**src/rtl/sfli_pkg.sv**
```systemverilog
// shared constants, types and register map for the fault indicator block
package sfli_pkg;
  // register byte offsets
  localparam logic [7:0] SFLI_CTRL_OFS = 8'h00;    // mode, program state, user indicator
  localparam logic [7:0] SFLI_FAULT_OFS = 8'h04;   // fault inputs from software
  localparam logic [7:0] SFLI_LATCH_OFS = 8'h08;   // fault latch time in cycles
  localparam logic [7:0] SFLI_STATUS_OFS = 8'h0c;  // live state, read only
  localparam logic [7:0] SFLI_IRQ_OFS = 8'h10;     // sticky events, cleared by read
  localparam logic [7:0] SFLI_MASK_OFS = 8'h14;    // interrupt mask
  localparam logic [7:0] SFLI_UPER_OFS = 8'h18;    // user indicator flash half period
  // control fields
  localparam int SFLI_MODE_LSB = 0;        // 3-bit module mode
  localparam int SFLI_RUN_BIT = 3;         // user program running
  localparam int SFLI_LOADED_BIT = 4;      // user program present
  localparam int SFLI_UEN_BIT = 5;         // user indicator enable
  localparam int SFLI_UVAL_BIT = 6;        // user indicator value from state machine
  localparam int SFLI_UFLASH_BIT = 7;      // user indicator flashes when on
  // fault fields
  localparam int SFLI_SELF_BIT = 0;        // self-diagnostic fault present
  localparam int SFLI_KIND_LSB = 1;        // 2-bit self fault kind
  localparam int SFLI_NFLASH_LSB = 4;      // 4-bit flash count for internal errors
  localparam int SFLI_UCFG_BIT = 8;        // user-configured diagnostic fault
  localparam int SFLI_AERR_BIT = 9;        // analog configuration error
  localparam int SFLI_IOV_BIT = 12;        // i/o fault present
  localparam int SFLI_IOTYPE_LSB = 13;     // 3-bit i/o fault type code
  localparam int SFLI_IOCH_LSB = 16;       // 5-bit i/o channel
  localparam int SFLI_DOSTK_BIT = 24;      // both output switches stuck closed
  // interrupt event bits
  localparam int SFLI_EV_FAILSAFE = 0;
  localparam int SFLI_EV_IOFAULT = 1;
  localparam int SFLI_EV_OPEN = 2;
  localparam int SFLI_EV_W = 3;
  // reset values
  localparam logic [31:0] SFLI_LATCH_RST = 32'h0000_0028;
  localparam logic [31:0] SFLI_UPER_RST = 32'h0098_9680;
  localparam logic [2:0] SFLI_MIN_INTERNAL = 3'h4;  // internal error shows at least four flashes
  // flash code counts for fault kinds
  localparam logic [3:0] SFLI_CNT_USER = 4'h1;
  localparam logic [3:0] SFLI_CNT_TEMP = 4'h2;
  localparam logic [3:0] SFLI_CNT_POWER = 4'h3;
  // timing in ms, converted to 40 MHz cycles
  localparam int SFLI_CLK_KHZ = 40000;
  localparam int SFLI_SHORT_MS = 200;
  localparam int SFLI_LONG_MS = 600;
  localparam int SFLI_PAUSE_MS = 1500;
  localparam int SFLI_STAT_MS = 500;
  localparam int SFLI_SHORT_CYC = SFLI_SHORT_MS * SFLI_CLK_KHZ;
  localparam int SFLI_LONG_CYC = SFLI_LONG_MS * SFLI_CLK_KHZ;
  localparam int SFLI_PAUSE_CYC = SFLI_PAUSE_MS * SFLI_CLK_KHZ;
  localparam int SFLI_STAT_CYC = SFLI_STAT_MS * SFLI_CLK_KHZ;

  // module operating modes
  typedef enum logic [2:0] {
    SFLI_M_OPER = 3'h0,
    SFLI_M_VERIFY = 3'h1,
    SFLI_M_DOWNLOAD = 3'h2,
    SFLI_M_UPGRADE = 3'h3,
    SFLI_M_OFF = 3'h4
  } sfli_mode_type;

  // self-diagnostic fault kinds
  typedef enum logic [1:0] {
    SFLI_K_INTERNAL = 2'h0,
    SFLI_K_TEMP = 2'h1,
    SFLI_K_POWER = 2'h2
  } sfli_kind_type;

  // query answer for status readers
  typedef enum logic [1:0] {
    SFLI_Q_OK = 2'h0,
    SFLI_Q_INTERNAL = 2'h1,
    SFLI_Q_TEMP = 2'h2
  } sfli_query_type;

  // apb request group
  typedef struct packed {
    logic psel;
    logic penable;
    logic pwrite;
    logic [7:0] paddr;
    logic [31:0] pwdata;
  } sfli_apb_req_type;

  // the four panel indicators
  typedef struct packed {
    logic supply_status_indicator;
    logic internal_fault_indicator;
    logic io_fault_indicator;
    logic user_indicator;
  } sfli_leds_type;

  // flash sequencer states
  typedef enum logic [4:0] {
    SFLI_S_IDLE = 5'b00001,
    SFLI_S_ON1 = 5'b00010,
    SFLI_S_OFF1 = 5'b00100,
    SFLI_S_ON2 = 5'b01000,
    SFLI_S_PAUSE = 5'b10000
  } sfli_seq_type;
endpackage

```
**src/rtl/sfli_top.sv**
```systemverilog
// fault reaction and front panel indicator logic with apb registers
//
// The APB interface to the registers and the register offsets were chosen for this implementation.
`timescale 1ns/100ps
module sfli_top
  import sfli_pkg::*;
#(
  parameter int SHORT_CYC = SFLI_SHORT_CYC,
  parameter int LONG_CYC = SFLI_LONG_CYC,
  parameter int PAUSE_CYC = SFLI_PAUSE_CYC,
  parameter int STAT_CYC = SFLI_STAT_CYC,
  parameter int CHAN_W = 5
)
(
  input wire logic pclk,
  input wire logic presetn,
  input wire sfli_apb_req_type apb_req,
  output logic [31:0] prdata,
  output logic pready,
  output logic pslverr,
  output sfli_leds_type leds,
  output logic fail_safe,
  output logic low_low_force,
  output sfli_query_type query_status,
  output logic open_circuit_fault,
  output logic irq
);

  // ----------------------------------------
  // register bus
  // ----------------------------------------
  logic [31:0] ctrl_r, fault_r, latch_r, uper_r;
  logic [SFLI_EV_W-1:0] irq_r, mask_r, events;
  logic acc, wr, rd, hit;
  logic [31:0] status_w;

  assign acc = apb_req.psel & apb_req.penable;
  assign wr = acc & apb_req.pwrite;
  assign rd = acc & ~apb_req.pwrite;
  assign pready = 1'b1;
  assign hit = (apb_req.paddr == SFLI_CTRL_OFS) | (apb_req.paddr == SFLI_FAULT_OFS) |
               (apb_req.paddr == SFLI_LATCH_OFS) | (apb_req.paddr == SFLI_STATUS_OFS) |
               (apb_req.paddr == SFLI_IRQ_OFS) | (apb_req.paddr == SFLI_MASK_OFS) |
               (apb_req.paddr == SFLI_UPER_OFS);
  // unmapped addresses answer with an error, writes there are dropped
  assign pslverr = acc & ~hit;

  // writable configuration registers
  always_ff @(posedge pclk or negedge presetn)
  begin
    if (!presetn)
    begin
      ctrl_r <= 32'h0000_0000;
      fault_r <= 32'h0000_0000;
      latch_r <= SFLI_LATCH_RST;
      mask_r <= '0;
      uper_r <= SFLI_UPER_RST;
    end
    else if (wr)
    begin
      case (apb_req.paddr)
        SFLI_CTRL_OFS: ctrl_r <= apb_req.pwdata;
        SFLI_FAULT_OFS: fault_r <= apb_req.pwdata;
        SFLI_LATCH_OFS: latch_r <= apb_req.pwdata;
        SFLI_UPER_OFS: uper_r <= apb_req.pwdata;
        SFLI_MASK_OFS: mask_r <= apb_req.pwdata[SFLI_EV_W-1:0];
        default: ;
      endcase
    end
  end

  // ----------------------------------------
  // fault latching
  // ----------------------------------------
  sfli_mode_type mode;
  logic self_now, io_now, ucfg_now, self_r, io_r, ucfg_r;
  logic [31:0] hold_cnt_r;
  logic [1:0] kind_r;
  logic [3:0] nflash_r;
  logic [2:0] iotype_r;
  logic [CHAN_W-1:0] ioch_r;

  assign mode = sfli_mode_type'(ctrl_r[SFLI_MODE_LSB +: 3]);
  assign self_now = fault_r[SFLI_SELF_BIT] | fault_r[SFLI_AERR_BIT];
  assign ucfg_now = fault_r[SFLI_UCFG_BIT];
  assign io_now = fault_r[SFLI_IOV_BIT];

  // a fault stays until it is gone and the latch timer has run out;
  // mode changes do not touch this state
  always_ff @(posedge pclk or negedge presetn)
  begin
    if (!presetn)
    begin
      self_r <= 1'b0;
      io_r <= 1'b0;
      ucfg_r <= 1'b0;
      hold_cnt_r <= 32'h0000_0000;
      kind_r <= 2'h0;
      nflash_r <= 4'h0;
      iotype_r <= 3'h0;
      ioch_r <= '0;
    end
    else if (self_now | io_now | ucfg_now)
    begin
      hold_cnt_r <= latch_r;
      self_r <= self_r | self_now;
      io_r <= io_r | io_now;
      ucfg_r <= ucfg_r | ucfg_now;
      if (self_now)
      begin
        kind_r <= fault_r[SFLI_KIND_LSB +: 2];
        nflash_r <= fault_r[SFLI_NFLASH_LSB +: 4];
      end
      if (io_now)
      begin
        iotype_r <= fault_r[SFLI_IOTYPE_LSB +: 3];
        ioch_r <= fault_r[SFLI_IOCH_LSB +: CHAN_W];
      end
    end
    else if (hold_cnt_r != 32'h0000_0000)
      hold_cnt_r <= hold_cnt_r - 32'h0000_0001;
    else
    begin
      self_r <= 1'b0;
      io_r <= 1'b0;
      ucfg_r <= 1'b0;
    end
  end

  assign fail_safe = self_r | ucfg_r;
  assign low_low_force = fault_r[SFLI_AERR_BIT];
  assign open_circuit_fault = fault_r[SFLI_DOSTK_BIT];

  always_comb
  begin
    if (!self_r)
      query_status = SFLI_Q_OK;
    else if (kind_r == SFLI_K_TEMP)
      query_status = SFLI_Q_TEMP;
    else
      query_status = SFLI_Q_INTERNAL;
  end

  // ----------------------------------------
  // flash code sequencers
  // ----------------------------------------
  logic [3:0] int_cnt;
  logic [CHAN_W:0] io_a, io_b; // one wider than the channel field, so the top channel still fits

  always_comb
  begin
    if (ucfg_r & ~self_r)
      int_cnt = SFLI_CNT_USER;
    else if (kind_r == SFLI_K_TEMP)
      int_cnt = SFLI_CNT_TEMP;
    else if (kind_r == SFLI_K_POWER)
      int_cnt = SFLI_CNT_POWER;
    // more than three, at least four
    else if (nflash_r < 4'(SFLI_MIN_INTERNAL))
      int_cnt = 4'(SFLI_MIN_INTERNAL);
    else
      int_cnt = nflash_r;
  end
  assign io_a = (CHAN_W+1)'(iotype_r);
  assign io_b = (CHAN_W+1)'(ioch_r) + (CHAN_W+1)'(1);

  logic [1:0] seq_on;
  logic [1:0] seq_act;
  logic [CHAN_W:0] seq_a [2];
  logic [CHAN_W:0] seq_b [2];
  assign seq_act = {io_r, fail_safe};
  assign seq_a[0] = (CHAN_W+1)'(int_cnt);
  assign seq_b[0] = '0;
  assign seq_a[1] = io_a;
  assign seq_b[1] = io_b;

  // one sequencer each: group a of short flashes, pause, group b of long flashes
  // (none for the internal one, whose b is zero), pause, then again while the fault stands
  genvar g;
  generate
    for (g = 0; g < 2; g++)
    begin : gen_seq
      sfli_seq_type st_r;
      logic [31:0] tm_r;
      logic [CHAN_W:0] n_r;
      logic phase_r;
      always_ff @(posedge pclk or negedge presetn)
      begin
        if (!presetn)
        begin
          st_r <= SFLI_S_IDLE;
          tm_r <= 32'h0000_0000;
          n_r <= '0;
          phase_r <= 1'b0;
        end
        else if (!seq_act[g])
        begin
          st_r <= SFLI_S_IDLE;
          tm_r <= 32'h0000_0000;
          n_r <= '0;
          phase_r <= 1'b0;
        end
        else if (tm_r != 32'h0000_0000)
          tm_r <= tm_r - 32'h0000_0001;
        else
        begin
          case (st_r)
            SFLI_S_IDLE, SFLI_S_PAUSE:
            begin
              if (!phase_r || seq_b[g] != '0)
              begin
                st_r <= SFLI_S_ON1;
                n_r <= phase_r ? seq_b[g] : seq_a[g];
                tm_r <= 32'(phase_r ? LONG_CYC : SHORT_CYC);
              end
              else
              begin
                phase_r <= 1'b0;
                st_r <= SFLI_S_PAUSE;
                tm_r <= 32'(PAUSE_CYC);
              end
            end
            SFLI_S_ON1, SFLI_S_ON2:
            begin
              st_r <= SFLI_S_OFF1;
              n_r <= n_r - (CHAN_W+1)'(1);
              tm_r <= 32'(SHORT_CYC);
            end
            SFLI_S_OFF1:
            begin
              if (n_r != '0)
              begin
                st_r <= SFLI_S_ON2;
                tm_r <= 32'(phase_r ? LONG_CYC : SHORT_CYC);
              end
              else
              begin
                st_r <= SFLI_S_PAUSE;
                tm_r <= 32'(PAUSE_CYC);
                phase_r <= ~phase_r & (seq_b[g] != '0);
              end
            end
            default: st_r <= SFLI_S_IDLE;
          endcase
        end
      end
      assign seq_on[g] = (st_r == SFLI_S_ON1) | (st_r == SFLI_S_ON2);
    end
  endgenerate

  // ----------------------------------------
  // status and user blink timers
  // ----------------------------------------
  logic [31:0] stat_cnt_r, user_cnt_r;
  logic stat_blink_r, user_blink_r;
  always_ff @(posedge pclk or negedge presetn)
  begin
    if (!presetn)
    begin
      stat_cnt_r <= 32'h0000_0000;
      stat_blink_r <= 1'b0;
    end
    else if (stat_cnt_r >= 32'(STAT_CYC - 1))
    begin
      stat_cnt_r <= 32'h0000_0000;
      stat_blink_r <= ~stat_blink_r;
    end
    else
      stat_cnt_r <= stat_cnt_r + 32'h0000_0001;
  end

  // user period restarts when disabled so the first flash is a full one
  always_ff @(posedge pclk or negedge presetn)
  begin
    if (!presetn)
    begin
      user_cnt_r <= 32'h0000_0000;
      user_blink_r <= 1'b0;
    end
    else if (!ctrl_r[SFLI_UEN_BIT])
    begin
      user_cnt_r <= 32'h0000_0000;
      user_blink_r <= 1'b0;
    end
    else if (user_cnt_r >= uper_r)
    begin
      user_cnt_r <= 32'h0000_0000;
      user_blink_r <= ~user_blink_r;
    end
    else
      user_cnt_r <= user_cnt_r + 32'h0000_0001;
  end

  // ----------------------------------------
  // indicator outputs
  // ----------------------------------------
  logic steady, powered;
  assign steady = (mode == SFLI_M_OPER) & ctrl_r[SFLI_RUN_BIT] & ctrl_r[SFLI_LOADED_BIT] & ~fail_safe;
  assign powered = (mode != SFLI_M_OFF);
  always_ff @(posedge pclk or negedge presetn)
  begin
    if (!presetn)
      leds <= '0;
    else
    begin
      leds.supply_status_indicator <= powered & (steady | stat_blink_r);
      leds.internal_fault_indicator <= seq_on[0];
      leds.io_fault_indicator <= seq_on[1];
      leds.user_indicator <= ctrl_r[SFLI_UEN_BIT] & ctrl_r[SFLI_UVAL_BIT] &
                             (~ctrl_r[SFLI_UFLASH_BIT] | user_blink_r);
    end
  end

  // ----------------------------------------
  // interrupts and read data
  // ----------------------------------------
  logic fs_d_r, io_d_r, oc_d_r;
  assign events = {open_circuit_fault & ~oc_d_r, io_r & ~io_d_r, fail_safe & ~fs_d_r};
  // set wins over the read clear
  always_ff @(posedge pclk or negedge presetn)
  begin
    if (!presetn)
    begin
      irq_r <= '0;
      fs_d_r <= 1'b0;
      io_d_r <= 1'b0;
      oc_d_r <= 1'b0;
    end
    else
    begin
      fs_d_r <= fail_safe;
      io_d_r <= io_r;
      oc_d_r <= open_circuit_fault;
      if (rd && apb_req.paddr == SFLI_IRQ_OFS)
        irq_r <= events;
      else
        irq_r <= irq_r | events;
    end
  end
  assign irq = |(irq_r & mask_r);

  assign status_w = {20'h0, ioch_r[3:0] & 4'hf, iotype_r, io_r, query_status, low_low_force, fail_safe};

  // read mux, zero for unmapped addresses
  always_comb
  begin
    case (apb_req.paddr)
      SFLI_CTRL_OFS: prdata = ctrl_r;
      SFLI_FAULT_OFS: prdata = fault_r;
      SFLI_LATCH_OFS: prdata = latch_r;
      SFLI_STATUS_OFS: prdata = status_w;
      SFLI_IRQ_OFS: prdata = {29'h0, irq_r};
      SFLI_MASK_OFS: prdata = {29'h0, mask_r};
      SFLI_UPER_OFS: prdata = uper_r;
      default: prdata = 32'h0000_0000;
    endcase
  end

endmodule

```
**config.mk**
```make
export PLATFORM = sky130hd
export DESIGN_NAME = sfli_top
export DESIGN_NICKNAME = d
export VERILOG_FILES = /design/src/rtl/sfli_pkg.sv /design/src/rtl/sfli_top.sv
export SDC_FILE = /design/constraint.sdc
export NUM_CORES = 1
export LEC_CHECK = 0
export BUFFER_PORTS_ARGS = -buffer_cell sky130_fd_sc_hd__buf_2
export CAP_MARGIN = 10
export CORE_ASPECT_RATIO = 0.9
export CORE_MARGIN = 5
export CORE_UTILIZATION = 62
export CTS_BUF_LIST = sky130_fd_sc_hd__clkbuf_8 sky130_fd_sc_hd__clkbuf_16
export DETAILED_ROUTE_END_ITERATION = 6
export PLACE_DENSITY_LB_ADDON = 0.2
export SYNTH_ARGS = -nofsm -noshare
export SYNTH_HDL_FRONTEND = slang
export SYNTH_SLANG_ARGS = --single-unit
export TNS_END_PERCENT = 20
```
**constraint.sdc**
```tcl
create_clock -name pclk -period 4 [get_ports pclk]
set_input_delay 0.8 -clock pclk [delete_from_list [all_inputs] [get_ports pclk]]
set_output_delay 0.8 -clock pclk [all_outputs]
set_load 0.02 [all_outputs]
```
==> qor.yml <==
routed_wire_length_per_instance_um: 19.4
hpwlAfterDp_mm: 28.9
worstSkewPairLatency_ns: 0.52
cp-end-kind: "output port"
holdBufCountCts: 0
clock.fmax_ghz: 0.294
period_needed_ns: 3.40
timing_hold_violations_final: 0
core.rowCount: 57
setup_viol: 0
setup.worst_path.class: "in2out"
netlist.area_leader.share_pct: 48.3
clock_tree.root_cell: "clkbuf_16"
core-area_um2: 27100
synthesis.area_um2: 17100
peak_ir_drop_on_the_vdd_network_uv: 346
postSynthCellCount: 1659
cts-htree-levels: 2
grt_pass1_vias: 13300
commonest_non_fill_non_tap_cell_in_the_layout: "dfrtp_1"
area_growth_syn_to_layout_pct: 12.5
drt.antenna.violating_nets: 0
setup_repair_after_global_routing_missed_its_margin: "false"
post_synthesis_cell_type_count: 76
min_path_type: "in2async"
ys.warnings.count: 0
io_pins: 89
clock_tree.buffer_depth: 3
synth.ff_latch_count: 343
yosysSeqAreaShare_pct: 50.1
finalSetupTns_ns: 0
buffers_inserted_by_post_cts_timing_repair: 0
antenna_violations_before_repair: 1
detail_route.vias_per_cell: 6.13
global_route_wire_length_before_repair_mm: 69.1
start_util_pct: 63.3
p_leak_uw: 0.00897
route.top_layer_used: "met5"
status: "completed"
largest_net_degree_at_the_start_of_global_routing: 102
cts_buffers: 37
cp_max_fo: 33
timing_worst_slew_pin_value_ns: 0.995
numClockSinks: 343
postSynth.asyncResetShare_pct: 100
relSlewSlack_pct: 33.0
cts_tree: "done"
synth.top_cells.by_area: "dfrtp_1 48%, mux2_2 9.5%, xnor2_1 3.7%, nor2_1 3.7%, nand2_1 3.4%"
instances_no_fill: 2133
period_share_pct: 85.0
port_buffers: 87
antennaDiodeCount: 0
routed_wirelength_mm: 41.3
finalWorstSetupSlack_ns: 0.602
worst_setup_path_start_kind: "input pin"
worst_ep_required_time_ns: 3.20
die-area_um2: 31100
met3RoutedLength_mm: 2.64
layout-drive-gt1-share_pct: 20.2
dp.cells: 2067
power_density_over_cell_area_nw_per_um2: 566
die_x_um: 185
drt-pass1-iter-count: 6
fp.dieH_um: 168
wl_met1_mm: 18.3
syn_avg_cell_area_um2: 10.3
detailedRoute.firstIterationViolations: 1098
synth_top_area_cell: "dfrtp_1"
synth-edff-count: 0
overall_fraction_of_global_route_tracks_in_use_pct: 27.1
clkSlewWorstSetupHoldPaths_ns: 0.06
final_core_util_pct: 71.2
net_count_reported_at_finish: 1842
detailroute.wirelength.met2_mm: 19.2
ys_dominant_reg_cell: "dfrtp_1"
drc_errors: 0
post_cts_resize_count: 0
timing.max_cap.violations: 0
dr_total_vias: 13100
grt_remaining_overflow: 0
placement.setup.worst_slack_ns: 0.626
place_congestion: 0.868
finalClockSkew_ns: 0.0159
finalMaxSlewViolations: 0
leading_cell_types_in_the_layout_fill_and_taps_excluded: "331 x dfrtp_1, 164 x nor2_1, 156 x nand2_1"
arrival_ns: 2.60
==> cells in the mapped netlist, drive strengths merged, types with 27 or more instances <==
cell type  number
nor3           61
a22oi          57
nand2         156
o21ai          70
dfrtp         331
inv            61
ha             45
or3            27
nor2          167
xnor2          73
xor2           60
nand3          48
clkbuf         50
a21oi          70
mux2          145
==> area by class of cell <==
cell class	count	area, um^2
timing repair buffer	115	718
clock buffer	46	1050
inverter	62	233
clock inverter	20	170
fill	2015	7810
tap	354	443
multi-input combinational	1193	8080
sequential	343	8600
==> per-layer routing <==
layer	GRT usage, %	vias up
met5	0	-
met4	8.46	2
met3	3.95	89
met2	42.2	430
met1	39.7	6497
li1	-	6066
==> stage by stage <==
| stage | hold WS [ns] | instance area, um^2 | power, uW |
|---|---|---|---|
| 3_3_place_gp | 0.401 | 18100 | 7420 |
| 3_5_place_dp | 0.429 | 18100 | 7530 |
| 6_report | 0.317 | 19300 | 10900 |
| 5_1_grt | 0.371 | 19300 | 11600 |
| 4_1_cts | 0.369 | 19300 | 11000 |
| 2_1_floorplan | 0.392 | 17200 | 6780 |
==> report_power, final <==
group	internal [uW]	switching [uW]	total [uW]
sequential	3900	445	4340
combinational	1290	1880	3170
clock	2040	1360	3410
==> kinds of logic after synthesis <==
logic type,Yosys count,share of synthesized area (%)
buf+inv,129,2.93
other cells,2,0.0438
simple gates,591,16.9
mux,156,10.2
xor+xnor,133,6.79
fa+ha+maj,46,3.34
flops,343,50.1
compound gates,259,9.63
==> registers in the layout, summed over array words and instances, names as in the netlist, 5 cells and up <==
signal and cells:
gen_seq.n_r 12, stat_cnt_r 32, latch_r 32, fault_r 32, gen_seq.tm_r 64, hold_cnt_r 32
gen_seq.st_r 10, ctrl_r 32, ioch_r 5, user_cnt_r 32, uper_r 32
==> worst max-delay path, cell delays in order <==
cell and delay (ns):
buf_2 0.09, nor3_1 0.40, nand2b_1 0.23, nor2_2 0.15
buf_4 0.41, a22oi_1 0.15, nand3_1 0.17, buf_2 0.20
==> final timing paths <==
kind / from / to / slack [ns] / cells past startpoint
min in group pclk: io_d_r$_DFF_PN0_ / irq_r[1]$_DFF_PN0_ / 0.43 / 1
hold reg to reg: io_d_r$_DFF_PN0_ / irq_r[1]$_DFF_PN0_ / 0.43 / 1
setup / recovery: apb_req[37] / prdata[3] / 0.60 / 8
setup reg to reg: gen_seq[0].tm_r[0]$_DFFE_PN0P_ / gen_seq[0].tm_r[16]$_DFFE_PN0P_ / 0.70 / 7
hold / removal: presetn / gen_seq[0].tm_r[27]$_DFFE_PN0P_ / 0.32 / 1
max in group asynchronous: presetn / stat_cnt_r[7]$_DFF_PN0_ / 2.68 / 2
Power figures use the tool's default switching activity.
